$ cat config.mk
export PLATFORM = sky130hd
export DESIGN_NAME = fcb_branch_unit
export DESIGN_NICKNAME = d
export VERILOG_FILES = /design/src/hw/fcb_pkg.sv /design/src/hw/fcb_branch_unit.sv /design/src/hw/fcb_cond_eval.sv
export VERILOG_INCLUDE_DIRS = /design/src /design/src/hw
export SDC_FILE = /design/constraint.sdc
export NUM_CORES = 1
export LEC_CHECK = 0
export BUFFER_PORTS_ARGS = -buffer_cell sky130_fd_sc_hd__buf_2
export CAP_MARGIN = 10
export CORE_MARGIN = 3
export CORE_UTILIZATION = 56
export CTS_CLUSTER_DIAMETER = 200
export DETAILED_ROUTE_END_ITERATION = 8
export PLACE_DENSITY = 0.91
export SLEW_MARGIN = 10
export SYNTH_ARGS = -nofsm -noshare
export SYNTH_HDL_FRONTEND = slang
export SYNTH_SLANG_ARGS = --single-unit
$ cat constraint.sdc
create_clock -name clk_in -period 3.5 [get_ports clk_in]
set_input_delay 0.175 -clock clk_in [delete_from_list [all_inputs] [get_ports clk_in]]
set_output_delay 0.175 -clock clk_in [all_outputs]
set_load 0.02 [all_outputs]
$ cat src/hw/fcb_map.svh
// Constants for the flag conditional branch unit
`ifndef FCB_MAP_SVH
`define FCB_MAP_SVH

`define FCB_OP_W            4
`define FCB_NUM_OPS         10
`define FCB_OP_CARRY_CLEAR  4'h0
`define FCB_OP_UNSIGNED_GE  4'h1
`define FCB_OP_UNSIGNED_LT  4'h2
`define FCB_OP_NEGATIVE     4'h3
`define FCB_OP_NONNEGATIVE  4'h4
`define FCB_OP_SIGNED_GE    4'h5
`define FCB_OP_SIGNED_LT    4'h6
`define FCB_OP_HALF_SET     4'h7
`define FCB_OP_HALF_CLEAR   4'h8
`define FCB_OP_TRANSFER_SET 4'h9

`define FCB_PC_W            16
`define FCB_OFF_W           7
`define FCB_CNT_W           16
`define FCB_PC_STEP         1
`define FCB_CYC_NOT_TAKEN   1
`define FCB_CYC_TAKEN       2
`define FCB_CYC_W           2
`define FCB_COND_SET        1'b1
`define FCB_COND_CLEAR      1'b0

`endif

$ cat src/hw/fcb_pkg.sv
// Types shared by the flag conditional branch unit
`include "fcb_map.svh"

package fcb_pkg;

  typedef enum logic [`FCB_OP_W-1:0] {
    FCB_BRANCH_CARRY_CLEAR      = `FCB_OP_CARRY_CLEAR,
    FCB_BRANCH_UNSIGNED_GE      = `FCB_OP_UNSIGNED_GE,
    FCB_BRANCH_UNSIGNED_LT      = `FCB_OP_UNSIGNED_LT,
    FCB_BRANCH_NEGATIVE         = `FCB_OP_NEGATIVE,
    FCB_BRANCH_NONNEGATIVE      = `FCB_OP_NONNEGATIVE,
    FCB_BRANCH_SIGNED_GE        = `FCB_OP_SIGNED_GE,
    FCB_BRANCH_SIGNED_LT        = `FCB_OP_SIGNED_LT,
    FCB_BRANCH_HALF_CARRY_SET   = `FCB_OP_HALF_SET,
    FCB_BRANCH_HALF_CARRY_CLEAR = `FCB_OP_HALF_CLEAR,
    FCB_BRANCH_TRANSFER_BIT_SET = `FCB_OP_TRANSFER_SET
  } fcb_op_t;

  typedef enum logic [0:0] {
    FCB_ST_IDLE  = 1'b0,
    FCB_ST_TAKEN = 1'b1
  } fcb_state_t;

endpackage

$ cat src/hw/fcb_branch_unit.sv
// Flag conditional branch unit: condition test, target and timing
//
// Functional notes
// RL1 - Carry-clear and same-or-higher branch on carry 0
// RL2 - Lower branches when carry is 1
// RL3 - Minus branches when negative is 1
// RL4 - Plus branches when negative is 0
// RL5 - Signed ge branches when negative xor overflow 0
// RL6 - Signed lt branches when negative xor overflow 1
// RL7 - Half-carry-set branches when half carry 1
// RL8 - Half-carry-clear branches when half carry 0
// RL9 - Transfer-set branches when transfer flag 1
// RL10 - Taken target is pc plus offset plus one
// RL11 - No branch ever modifies status flags
// RL12 - One cycle not taken, two taken
// RL13 - Taken branch discards the already fetched instruction
`timescale 1ns/1ps
`default_nettype none
`include "fcb_map.svh"

module fcb_branch_unit #(
  parameter int PC_W  = `FCB_PC_W,
  parameter int OFF_W = `FCB_OFF_W,
  parameter int CNT_W = `FCB_CNT_W
) (
  input  wire logic                 clk_in,
  input  wire logic                 resetn_in,
  input  wire logic                 req_valid_in,
  input  wire logic [`FCB_OP_W-1:0] op_in,
  input  wire logic [OFF_W-1:0]     offset_in,
  input  wire logic [PC_W-1:0]      pc_in,
  input  wire logic                 carry_in,
  input  wire logic                 negative_in,
  input  wire logic                 overflow_in,
  input  wire logic                 half_carry_in,
  input  wire logic                 transfer_in,
  output logic                      ready_out,
  output logic                      done_out,
  output logic                      taken_out,
  output logic                      pc_load_out,
  output logic [PC_W-1:0]           pc_target_out,
  output logic                      flush_out,
  output logic                      flags_we_out,
  output logic                      illegal_op_out,
  output logic [`FCB_CYC_W-1:0]     cycles_out,
  output logic [`FCB_OP_W-1:0]      last_op_out,
  output logic [CNT_W-1:0]          branch_count_out,
  output logic [CNT_W-1:0]          taken_count_out
);

  localparam int CYCW = `FCB_CYC_W;
  localparam int OPW  = `FCB_OP_W;

  // Parameter checks at elaboration; the offset must fit the program counter
  if (OFF_W < 2) begin : g_bad_off_narrow
    $error("fcb_branch_unit: OFF_W below 2");
  end
  if (PC_W < OFF_W) begin : g_bad_off_wide
    $error("fcb_branch_unit: OFF_W wider than PC_W");
  end
  if (PC_W > 32) begin : g_bad_pc_wide
    $error("fcb_branch_unit: PC_W above 32");
  end
  if (CNT_W < 1) begin : g_bad_cnt_narrow
    $error("fcb_branch_unit: CNT_W below 1");
  end
  if (CNT_W > 32) begin : g_bad_cnt_wide
    $error("fcb_branch_unit: CNT_W above 32");
  end
  // Cycle field must hold the taken cost
  if ((1 << CYCW) <= `FCB_CYC_TAKEN) begin : g_bad_cyc_field
    $error("fcb_branch_unit: cycle field too narrow");
  end
  // The sequencer assumes the taken path is the longer one
  if (`FCB_CYC_TAKEN <= `FCB_CYC_NOT_TAKEN) begin : g_bad_cost
    $error("fcb_branch_unit: taken cost not above not-taken cost");
  end
  // Every branch kind needs an op code
  if ((1 << OPW) < `FCB_NUM_OPS) begin : g_bad_op_field
    $error("fcb_branch_unit: op field too narrow");
  end

  // Condition evaluation
  logic cond_taken;
  logic cond_legal;

  fcb_cond_eval u_cond (
    .op_in         (op_in),
    .carry_in      (carry_in),
    .negative_in   (negative_in),
    .overflow_in   (overflow_in),
    .half_carry_in (half_carry_in),
    .transfer_in   (transfer_in),
    .taken_out     (cond_taken),
    .legal_out     (cond_legal)
  );

  // Target arithmetic wraps modulo the program space
  logic [PC_W-1:0] offset_ext;
  logic [PC_W-1:0] target;

  // Sign extension of the offset, one slot per program counter bit
  for (genvar b = 0; b < PC_W; b++) begin : g_sext
    if (b < OFF_W) begin : g_low
      assign offset_ext[b] = offset_in[b];
    end else begin : g_high
      assign offset_ext[b] = offset_in[OFF_W-1];
    end
  end

  assign target = PC_W'(pc_in + offset_ext + PC_W'(`FCB_PC_STEP)); // RL10

  // Sequencer state
  fcb_pkg::fcb_state_t state;
  fcb_pkg::fcb_state_t next_state;
  logic [CYCW-1:0]     cyc;
  logic [CYCW-1:0]     next_cyc;
  logic [CYCW-1:0]     cyc_step;
  logic                accept;
  logic                start;
  logic                take_now;
  logic                skip_now;
  logic                finish_taken;

  // Requests are only taken while ready is shown
  assign accept   = req_valid_in & ready_out;
  assign cyc_step = CYCW'(cyc + CYCW'(1));

  // Registered outputs
  logic                 next_ready;
  logic                 next_done;
  logic                 next_taken;
  logic                 next_pc_load;
  logic [PC_W-1:0]      next_pc_target;
  logic                 next_flush;
  logic                 next_flags_we;
  logic                 next_illegal;
  logic [CYCW-1:0]      next_cycles;
  logic [`FCB_OP_W-1:0] next_last_op;
  logic [CNT_W-1:0]     next_branch_count;
  logic [CNT_W-1:0]     next_taken_count;

  // What this cycle does, shared by every group below
  always_comb begin
    start        = accept & (state == fcb_pkg::FCB_ST_IDLE);
    take_now     = start & cond_legal & cond_taken;
    // Unknown code acts as a branch never taken
    skip_now     = start & ~take_now;
    finish_taken = (state == fcb_pkg::FCB_ST_TAKEN) & (cyc_step == CYCW'(`FCB_CYC_TAKEN));
  end

  // Sequencer: the taken state owes the second cycle
  always_comb begin
    next_state = state;
    next_cyc   = cyc;
    case (state)
      fcb_pkg::FCB_ST_IDLE: begin
        if (take_now) begin
          next_state = fcb_pkg::FCB_ST_TAKEN;                          // RL12
          next_cyc   = CYCW'(`FCB_CYC_NOT_TAKEN);
        end
      end
      fcb_pkg::FCB_ST_TAKEN: begin
        next_cyc = cyc_step;
        if (finish_taken) begin
          next_state = fcb_pkg::FCB_ST_IDLE;                           // RL12
          next_cyc   = '0;
        end
      end
      default: begin
        next_state = fcb_pkg::FCB_ST_IDLE;
        next_cyc   = '0;
      end
    endcase
  end

  always_ff @(posedge clk_in) begin
    if (!resetn_in) begin
      state <= fcb_pkg::FCB_ST_IDLE;
      cyc   <= '0;
    end else begin
      state <= next_state;
      cyc   <= next_cyc;
    end
  end

  // Decoder is held off while the second cycle is owed
  always_comb begin
    next_ready = (next_state == fcb_pkg::FCB_ST_IDLE);                 // RL13
  end

  always_ff @(posedge clk_in) begin
    if (!resetn_in) begin
      ready_out <= 1'b0;
    end else begin
      ready_out <= next_ready;
    end
  end

  // One-cycle strobes
  always_comb begin
    next_done     = skip_now | finish_taken;                           // RL12
    next_taken    = finish_taken;                                      // RL12
    next_pc_load  = take_now;                                          // RL10
    // Fetch stream is thrown away together with the load
    next_flush    = take_now;                                          // RL13
    next_illegal  = skip_now & ~cond_legal;
    // Flags are read only here; the write strobe never rises
    next_flags_we = 1'b0;                                              // RL11
  end

  always_ff @(posedge clk_in) begin
    if (!resetn_in) begin
      done_out       <= 1'b0;
      taken_out      <= 1'b0;
      pc_load_out    <= 1'b0;
      flush_out      <= 1'b0;
      flags_we_out   <= 1'b0;
      illegal_op_out <= 1'b0;
    end else begin
      done_out       <= next_done;
      taken_out      <= next_taken;
      pc_load_out    <= next_pc_load;
      flush_out      <= next_flush;
      flags_we_out   <= next_flags_we;
      illegal_op_out <= next_illegal;
    end
  end

  // Target holds until the next taken branch
  always_comb begin
    next_pc_target = pc_target_out;
    if (take_now) begin
      next_pc_target = target;                                         // RL10
    end
  end

  always_ff @(posedge clk_in) begin
    if (!resetn_in) begin
      pc_target_out <= '0;
    end else begin
      pc_target_out <= next_pc_target;
    end
  end

  // Cost and op of the branch last seen
  always_comb begin
    next_cycles  = cycles_out;
    next_last_op = last_op_out;
    if (start) begin
      next_last_op = op_in;
    end
    if (skip_now) begin
      next_cycles = CYCW'(`FCB_CYC_NOT_TAKEN);                         // RL12
    end else if (finish_taken) begin
      next_cycles = CYCW'(`FCB_CYC_TAKEN);                             // RL12
    end
  end

  always_ff @(posedge clk_in) begin
    if (!resetn_in) begin
      cycles_out  <= '0;
      last_op_out <= '0;
    end else begin
      cycles_out  <= next_cycles;
      last_op_out <= next_last_op;
    end
  end

  // Accepted branches, illegal codes included; wraps at its width
  always_comb begin
    next_branch_count = branch_count_out;
    if (start) begin
      next_branch_count = CNT_W'(branch_count_out + CNT_W'(1));
    end
  end

  always_ff @(posedge clk_in) begin
    if (!resetn_in) begin
      branch_count_out <= '0;
    end else begin
      branch_count_out <= next_branch_count;
    end
  end

  // Taken branches only; wraps at its width
  always_comb begin
    next_taken_count = taken_count_out;
    if (take_now) begin
      next_taken_count = CNT_W'(taken_count_out + CNT_W'(1));
    end
  end

  always_ff @(posedge clk_in) begin
    if (!resetn_in) begin
      taken_count_out <= '0;
    end else begin
      taken_count_out <= next_taken_count;
    end
  end

endmodule

`default_nettype wire

$ cat src/hw/fcb_cond_eval.sv
// Branch condition evaluation from the status flags
`timescale 1ns/1ps
`default_nettype none
`include "fcb_map.svh"

module fcb_cond_eval (
  input  wire logic [`FCB_OP_W-1:0] op_in,
  input  wire logic                 carry_in,
  input  wire logic                 negative_in,
  input  wire logic                 overflow_in,
  input  wire logic                 half_carry_in,
  input  wire logic                 transfer_in,
  output logic                      taken_out,
  output logic                      legal_out
);

  localparam int OPW = `FCB_OP_W;
  localparam int NOPS = `FCB_NUM_OPS;

  logic [NOPS-1:0] cond_vec;
  logic [NOPS-1:0] hit;
  logic            signed_lt;

  assign signed_lt = negative_in ^ overflow_in;

  assign cond_vec[`FCB_OP_CARRY_CLEAR]  = (carry_in == `FCB_COND_CLEAR);      // RL1
  assign cond_vec[`FCB_OP_UNSIGNED_GE]  = (carry_in == `FCB_COND_CLEAR);      // RL1
  assign cond_vec[`FCB_OP_UNSIGNED_LT]  = (carry_in == `FCB_COND_SET);        // RL2
  assign cond_vec[`FCB_OP_NEGATIVE]     = (negative_in == `FCB_COND_SET);     // RL3
  assign cond_vec[`FCB_OP_NONNEGATIVE]  = (negative_in == `FCB_COND_CLEAR);   // RL4
  assign cond_vec[`FCB_OP_SIGNED_GE]    = (signed_lt == `FCB_COND_CLEAR);     // RL5
  assign cond_vec[`FCB_OP_SIGNED_LT]    = (signed_lt == `FCB_COND_SET);       // RL6
  assign cond_vec[`FCB_OP_HALF_SET]     = (half_carry_in == `FCB_COND_SET);   // RL7
  assign cond_vec[`FCB_OP_HALF_CLEAR]   = (half_carry_in == `FCB_COND_CLEAR); // RL8
  assign cond_vec[`FCB_OP_TRANSFER_SET] = (transfer_in == `FCB_COND_SET);     // RL9

  // One decode slot per branch kind
  for (genvar i = 0; i < NOPS; i++) begin : g_sel
    assign hit[i] = (op_in == OPW'(i)) & cond_vec[i];
  end

  assign taken_out = |hit;
  assign legal_out = (op_in < OPW'(NOPS));

endmodule

`default_nettype wire

==> results of run 1 <==
[critical path: cells and delay by family, from the launching register on]
| family | cells | cell delay, ps |
|---|---|---|
| flops | 1 | 370 |
| compound gates | 2 | 790 |
| simple gates | 3 | 1030 |
[placed cells by master (no fill, tap or decap), types with 5 or more instances in the layout]
cell type	n
buf_2	94
dfxtp_1	62
nand2_1	49
a21oi_1	39
nor2_1	33
xnor2_1	20
o21ai_0	20
nand3_1	18
ha_1	18
inv_1	13
xor2_1	11
clkbuf_8	10
and3_1	8
or3_1	7
nand4_1	6
o31ai_1	5
[per-stage QoR]
step                      total power, mW  instances  utilization  instance area, um2
after CTS                            1.53        562        0.710                3960
final                                1.52        562        0.710                3960
after floorplan                     0.919        393            -                3280
after global placement              0.986        546        0.680                3790
after global routing                 1.59        562        0.710                3960
after detailed placement            0.990        546        0.680                3790
[flip-flops by register name, summed over array words and instances (netlist names), 2 cells and up]
signal,flops
last_op_out,4
branch_count_out,16
taken_count_out,16
cyc,2
pc_target_out,16
cycles_out,2
[layer usage]
layer  up-vias  routed length, um  global-route usage
met4         0                 76              0.0882
met3         7                512              0.0445
met2       105               3870               0.420
met5         -                  0                   0
met1      1446               3360               0.279
li1       1577                  -                   -
[worst min path at each step]
stage                          start                to  slack [ps]  cells past startpoint
CTS                         op_in[2]    last_op_out[2]         120                      3
global placement    pc_target_out[6]  pc_target_out[6]         440                      2
finish                      op_in[2]    last_op_out[2]         120                      3
global route                op_in[0]    last_op_out[0]         150                      3
floorplan                   op_in[0]    last_op_out[0]         310                      2
detailed placement     cycles_out[0]     cycles_out[0]         450                      2
[power by group through the flow]
stage	logic (mW)	registers [mW]	clock network, mW
3_3_place_gp	0.241	0.745	0
2_1_floorplan	0.160	0.759	0
5_1_grt	0.276	0.731	0.583
4_1_cts	0.246	0.730	0.550
3_5_place_dp	0.245	0.745	0
6_report	0.247	0.730	0.543
[cells by family (layout without fill, tap and decap cells)]
family          Yosys count  count (layout)  synth area share
compound gates           98              98             0.189
other cells               1               1           0.00114
fa+ha+maj                19              19            0.0747
flops                    62              62             0.378
xor+xnor                 31              31            0.0827
buf+inv                  28             125            0.0355
simple gates            152             152             0.232
mux                       2               2           0.00610
[layout make-up]
type / instances / area share
clock buffer: 12 / 0.0367
sequential: 62 / 0.314
inverter: 13 / 0.0123
clock inverter: 4 / 0.00569
multi-input combinational: 303 / 0.486
timing repair buffer: 96 / 0.123
tap: 72 / 0.0228
==> results.cfg, run 1 <==
[logic_synthesis]
synth-edff-count = 0
synth_cell_types = 53
synthDominantCellAreaShare = 0.378
yosysSeqAreaShare = 0.378
synth_largest_area_cell = dfxtp_1
async_flop_share = 0
synth_most_common_cell = dfxtp_1
syn_nets = 447
synth_seq_cells = 62
synth_ff_type = dfxtp_1
synth_common_cells = 62 x dfxtp_1, 49 x nand2_1, 39 x a21oi_1
synth_area_leaders = dfxtp_1 38%, ha_1 6.9%, a21oi_1 5.9%
synth_warnings = 0
synth_area_um2 = 3280
syn-instance-count = 393
syn_avg_cell_area_um2 = 8.35

[drt]
viasPerCell = 5.58
vias = 3135
dr.pass1.iters = 5
ant_nets = 0
wirelength_mm = 7.82
first_iter_violations = 109
drc_errors = 0
wl_per_cell_um = 13.9

[power_and_ir_drop]
p_int_mw = 1.09
p_clk_frac = 0.357
combPwrFrac = 0.162
leakage_nw = 1.74
p_sw_mw = 0.426
power_density_nw_per_um2 = 384
netSwitchingFraction = 0.280
p_seq_frac = 0.480
vdd_ir_drop_max_mv = 0.236

[global_route]
grt_max_degree = 36
grtUsageTotal = 0.236
grt_pass1_wl_mm = 12.7
first_global_vias = 2871
grt_overflow = 0
antenna_found_initial = 0

[timing]
max_slew.worst_pin.slew_ps = 1040
finalCriticalPeriod_ps = 2290
hold_slack_ps = 122
maxSlewHeadroom = 0.303
slew_viol_final = 0
fin_crit_sh = 0.654
final-setup-viol-count = 0
fmax_mhz = 437
finalSetupTns_ps = 0
hold_violations = 0
skew_ps = 9.71
layout_setup_ws_ps = 1210
rsz0062_at_grt = false

[critical_path]
r2r-end = pc_target_out[12]
cp_max_fo = 18
crit_end = pc_target_out[12]
setup.worst_path.class = flop to flop
path_cells = nand3b_1 -> nor2_4 -> o21a_1 -> nand2_1 -> o21ai_0
rr_startpoint = state
cp_slowest_cell = o21a_1
worst_setup_path_end_kind = flop
start_kind = flop
startpoint = state
max_stage_delay_ps = 560
reg2reg_slack_ps = 1210
cp.arrival_ps = 2540
required_ps = 3750
reg2regPathDepth = 5

[clock_tree]
numCtsBuffers = 9
cts_resized = 0
cts_buffer_depth = 2
cts_hold_buf = 0
cts_sinks = 62
post_cts_buffers = 0
insertion_delay_ps = 340
clkTransAtPathRegs_ps = 70
cts_tree = done
cts-htree-levels = 3
cts_root_buf = clkbuf_8

[layout]
multiInputGateArea_um2 = 1920
regArea_um2 = 1240
fillCellCount = 465
antenna_cells = 0
final_layout_size_suffix_gt1_frac = 0.239
fin_nets = 539
area_growth_pct = 20.6

[floorplanning]
die_h_um = 82.6
coreArea_um2 = 5570
fp.dieW_um = 82.6
ios = 96
die_area_um2 = 6820
initial_core_util = 0.589
num_rows = 27

[place]
portBuffers = 94
place_ws_ps = 982
gp_congestion = 0.918
dp_hpwl_mm = 5.96

[flow_run]
drv_cap = 0

[status]
status = complete, no violations

[worst_hold_path]
hp-class = input port to flop
Note: power is estimated with default switching activity, not from simulation.
==> run 2, diff against run 1 <==
--- a/config.mk
+++ b/config.mk
@@ -6,13 +6,14 @@
 export SDC_FILE = /design/constraint.sdc
 export NUM_CORES = 1
 export LEC_CHECK = 0
+export ABC_AREA = 1
 export BUFFER_PORTS_ARGS = -buffer_cell sky130_fd_sc_hd__buf_2
 export CAP_MARGIN = 10
 export CORE_MARGIN = 3
-export CORE_UTILIZATION = 56
+export CORE_UTILIZATION = 54
 export CTS_CLUSTER_DIAMETER = 200
 export DETAILED_ROUTE_END_ITERATION = 8
-export PLACE_DENSITY = 0.91
+export PLACE_DENSITY = 0.86
 export SLEW_MARGIN = 10
 export SYNTH_ARGS = -nofsm -noshare
 export SYNTH_HDL_FRONTEND = slang
==> constraint.sdc (replaced) <==
create_clock -name clk_in -period 2.2 [get_ports clk_in]
set_input_delay 0.11 -clock clk_in [delete_from_list [all_inputs] [get_ports clk_in]]
set_output_delay 0.11 -clock clk_in [all_outputs]
set_load 0.02 [all_outputs]
==> run 2 against run 1 <==
Effect of this change: non-clock buffer count rose by 4; first-iteration DRC count up 42%; sequential power rose by 60%; clock power rose by 90%; routed wire length grew 24%; register-to-register slack lost 680 ps; setup slack lost 680 ps; largest cell class unchanged; final area grew 20%; maximum frequency increased by 37%; critical endpoint is now branch_count_out[10]; global-route usage fell by 0.94 points; largest power group unchanged.
==> results.cfg, run 2 <==
[critical_path]
cp_slowest_cell = dfxtp_1
crit_family = simple AND/OR/NAND/NOR gates
reg2reg_slack_ps = 530
worst_setup_path_end_kind = flop
rr_startpoint = state
cp.arrival_ps = 1900
required_ps = 2430
cp_max_fo = 12
reg2regPathDepth = 8
r2r-end = branch_count_out[10]
setup.worst_path.class = flop to flop
start_kind = flop
path_cells = inv_2 -> nand3_2 -> nor3_2 -> nand2_1 -> nor2_1 -> nand2_1 -> o21ai_0 -> nor2_1
max_stage_delay_ps = 330
cp.buffers_inverters = 1

[worst_hold_path]
holdPathEnd = last_op_out[0]
hp-class = input port to flop
min_from = op_in[0]
hold_depth = 3

[floorplanning]
fp.dieW_um = 92.3
ios = 96
die_h_um = 92.3
initial_core_util = 0.573
num_rows = 30
die_area_um2 = 8530
coreArea_um2 = 7020

[logic_synthesis]
synth_seq_cells = 62
synth-edff-count = 0
synth_largest_area_cell = dfxtp_1
syn-instance-count = 648
yosysSeqAreaShare = 0.308
synth_area_um2 = 4030
synth_ff_type = dfxtp_1
synth_warnings = 0
async_flop_share = 0
synthDominantCellAreaShare = 0.308
synth_most_common_cell = nand2_1
syn_nets = 702
synth_area_leaders = dfxtp_1 31%, nand2_1 19%, inv_1 7.8%
synth_common_cells = 208 x nand2_1, 84 x inv_1, 83 x nor2_1
synth_cell_types = 33
syn_avg_cell_area_um2 = 6.21

[global_route]
first_global_vias = 3766
grtUsageTotal = 0.226
busiest_layer = met2
antenna_found_initial = 0
use_met1 = 0.266
grt_pass1_wl_mm = 16.0
grt_max_degree = 27
use_met3 = 0.0252
use_met2 = 0.402
grt_overflow = 0

[power_and_ir_drop]
leakage_nw = 2.51
p_int_mw = 1.92
p_clk_frac = 0.379
vdd_ir_drop_max_mv = 0.412
p_total_mw = 2.70
power_density_nw_per_um2 = 569
combPwrFrac = 0.190
p_sw_mw = 0.788
netSwitchingFraction = 0.291
p_seq_frac = 0.431

[clock_tree]
post_cts_buffers = 0
cts_hold_buf = 0
numCtsBuffers = 9
clkTransAtPathRegs_ps = 70
cts_tree = done
cts_resized = 0
cts-htree-levels = 3
insertion_delay_ps = 340
cts_sinks = 62
cts_root_buf = clkbuf_8
cts_buffer_depth = 2

[timing]
skew_ps = 10.9
finalSetupTns_ps = 0
fin_crit_sh = 0.759
hold_violations = 0
fmax_mhz = 599
finalCriticalPeriod_ps = 1670
final-setup-viol-count = 0
slew_viol_final = 0
rsz0062_at_grt = false

[layout]
final_cell_mix = 208 x nand2_1, 94 x buf_2, 84 x inv_1
top_regs = branch_count_out: 16 flops, pc_target_out: 16 flops, taken_count_out: 16 flops
antenna_cells = 0
fin_nets = 795
final_common_cell = nand2_1
area_growth_pct = 18.1
final_layout_size_suffix_gt1_frac = 0.173

[drt]
wl_per_cell_um = 11.5
wirelength_mm = 9.70
first_iter_violations = 155
drc_errors = 0
ant_nets = 0
vias = 4280
dr.pass1.iters = 4
viasPerCell = 5.08

[flow_run]
drv_cap = 0

[place]
portBuffers = 94
dp_hpwl_mm = 7.32
gp_congestion = 0.957

[status]
status = complete, no violations
run 2: tightest hold or removal path, cell delays in order:
cell and delay (ps):
buf_2 120, inv_1 70, a21oi_1 60
run 2: layer usage:
layer / wire length (um) / part of all wire / up-vias
met5: 0 / 0 / -
met4: 331 / 0.034 / 0
met3: 513 / 0.053 / 27
met2: 4780 / 0.49 / 144
met1: 4070 / 0.42 / 1889
li1: - / - / 2220
run 2: cells by family (layout without fill, tap and decap cells):
family,Yosys count,after routing,synth area share
AND/OR/NAND/NOR,387,387,0.413
XOR/XNOR,17,17,0.0370
other,1,1,0.000932
AO/OA/AOI/OAI,57,57,0.0715
buffers and inverters,105,203,0.108
flip-flops,62,62,0.308
adder cells (fa/ha/maj),19,19,0.0609
run 2: area by class of cell:
class                           count  area (um2)
Timing Repair Buffer              100         515
Fill cell                         614        2270
Multi-Input combinational cell    481        2350
Inverter                           87         327
Sequential cell                    62        1240
Clock buffer                       13         159
Clock inverter                      3        42.5
Tap cell                           96         120
run 2: power groups by stage:
stage	combinational (mW)	sequential [mW]	clock, mW
after floorplan	0.341	1.22	0
after global placement	0.496	1.19	0
after detailed placement	0.507	1.19	0
after CTS	0.512	1.17	1.03
after global routing	0.581	1.17	1.08
final	0.513	1.17	1.03
run 2: worst max path at each step:
stage / startpoint / cells after the start / endpoint / slack [ps]
floorplan: branch_count_out[1] / 8 / branch_count_out[10] / 640
global placement: offset_in[0] / 13 / pc_target_out[8] / 570
detailed placement: offset_in[0] / 15 / pc_target_out[14] / 520
CTS: state / 8 / branch_count_out[10] / 520
global route: state / 8 / branch_count_out[10] / 290
finish: state / 8 / branch_count_out[10] / 530
run 2: metrics by stage:
step / cell area, um2 / hold slack [ps] / instances / util / setup WS (ps)
global route: 4750 / 98.8 / 842 / 0.677 / 295
CTS: 4750 / 69.9 / 842 / 0.677 / 525
global placement: 4550 / 404 / 826 / 0.648 / 566
finish: 4750 / 79.1 / 842 / 0.677 / 530
floorplan: 4030 / 259 / 648 / - / 637
detailed placement: 4550 / 422 / 826 / 0.648 / 521
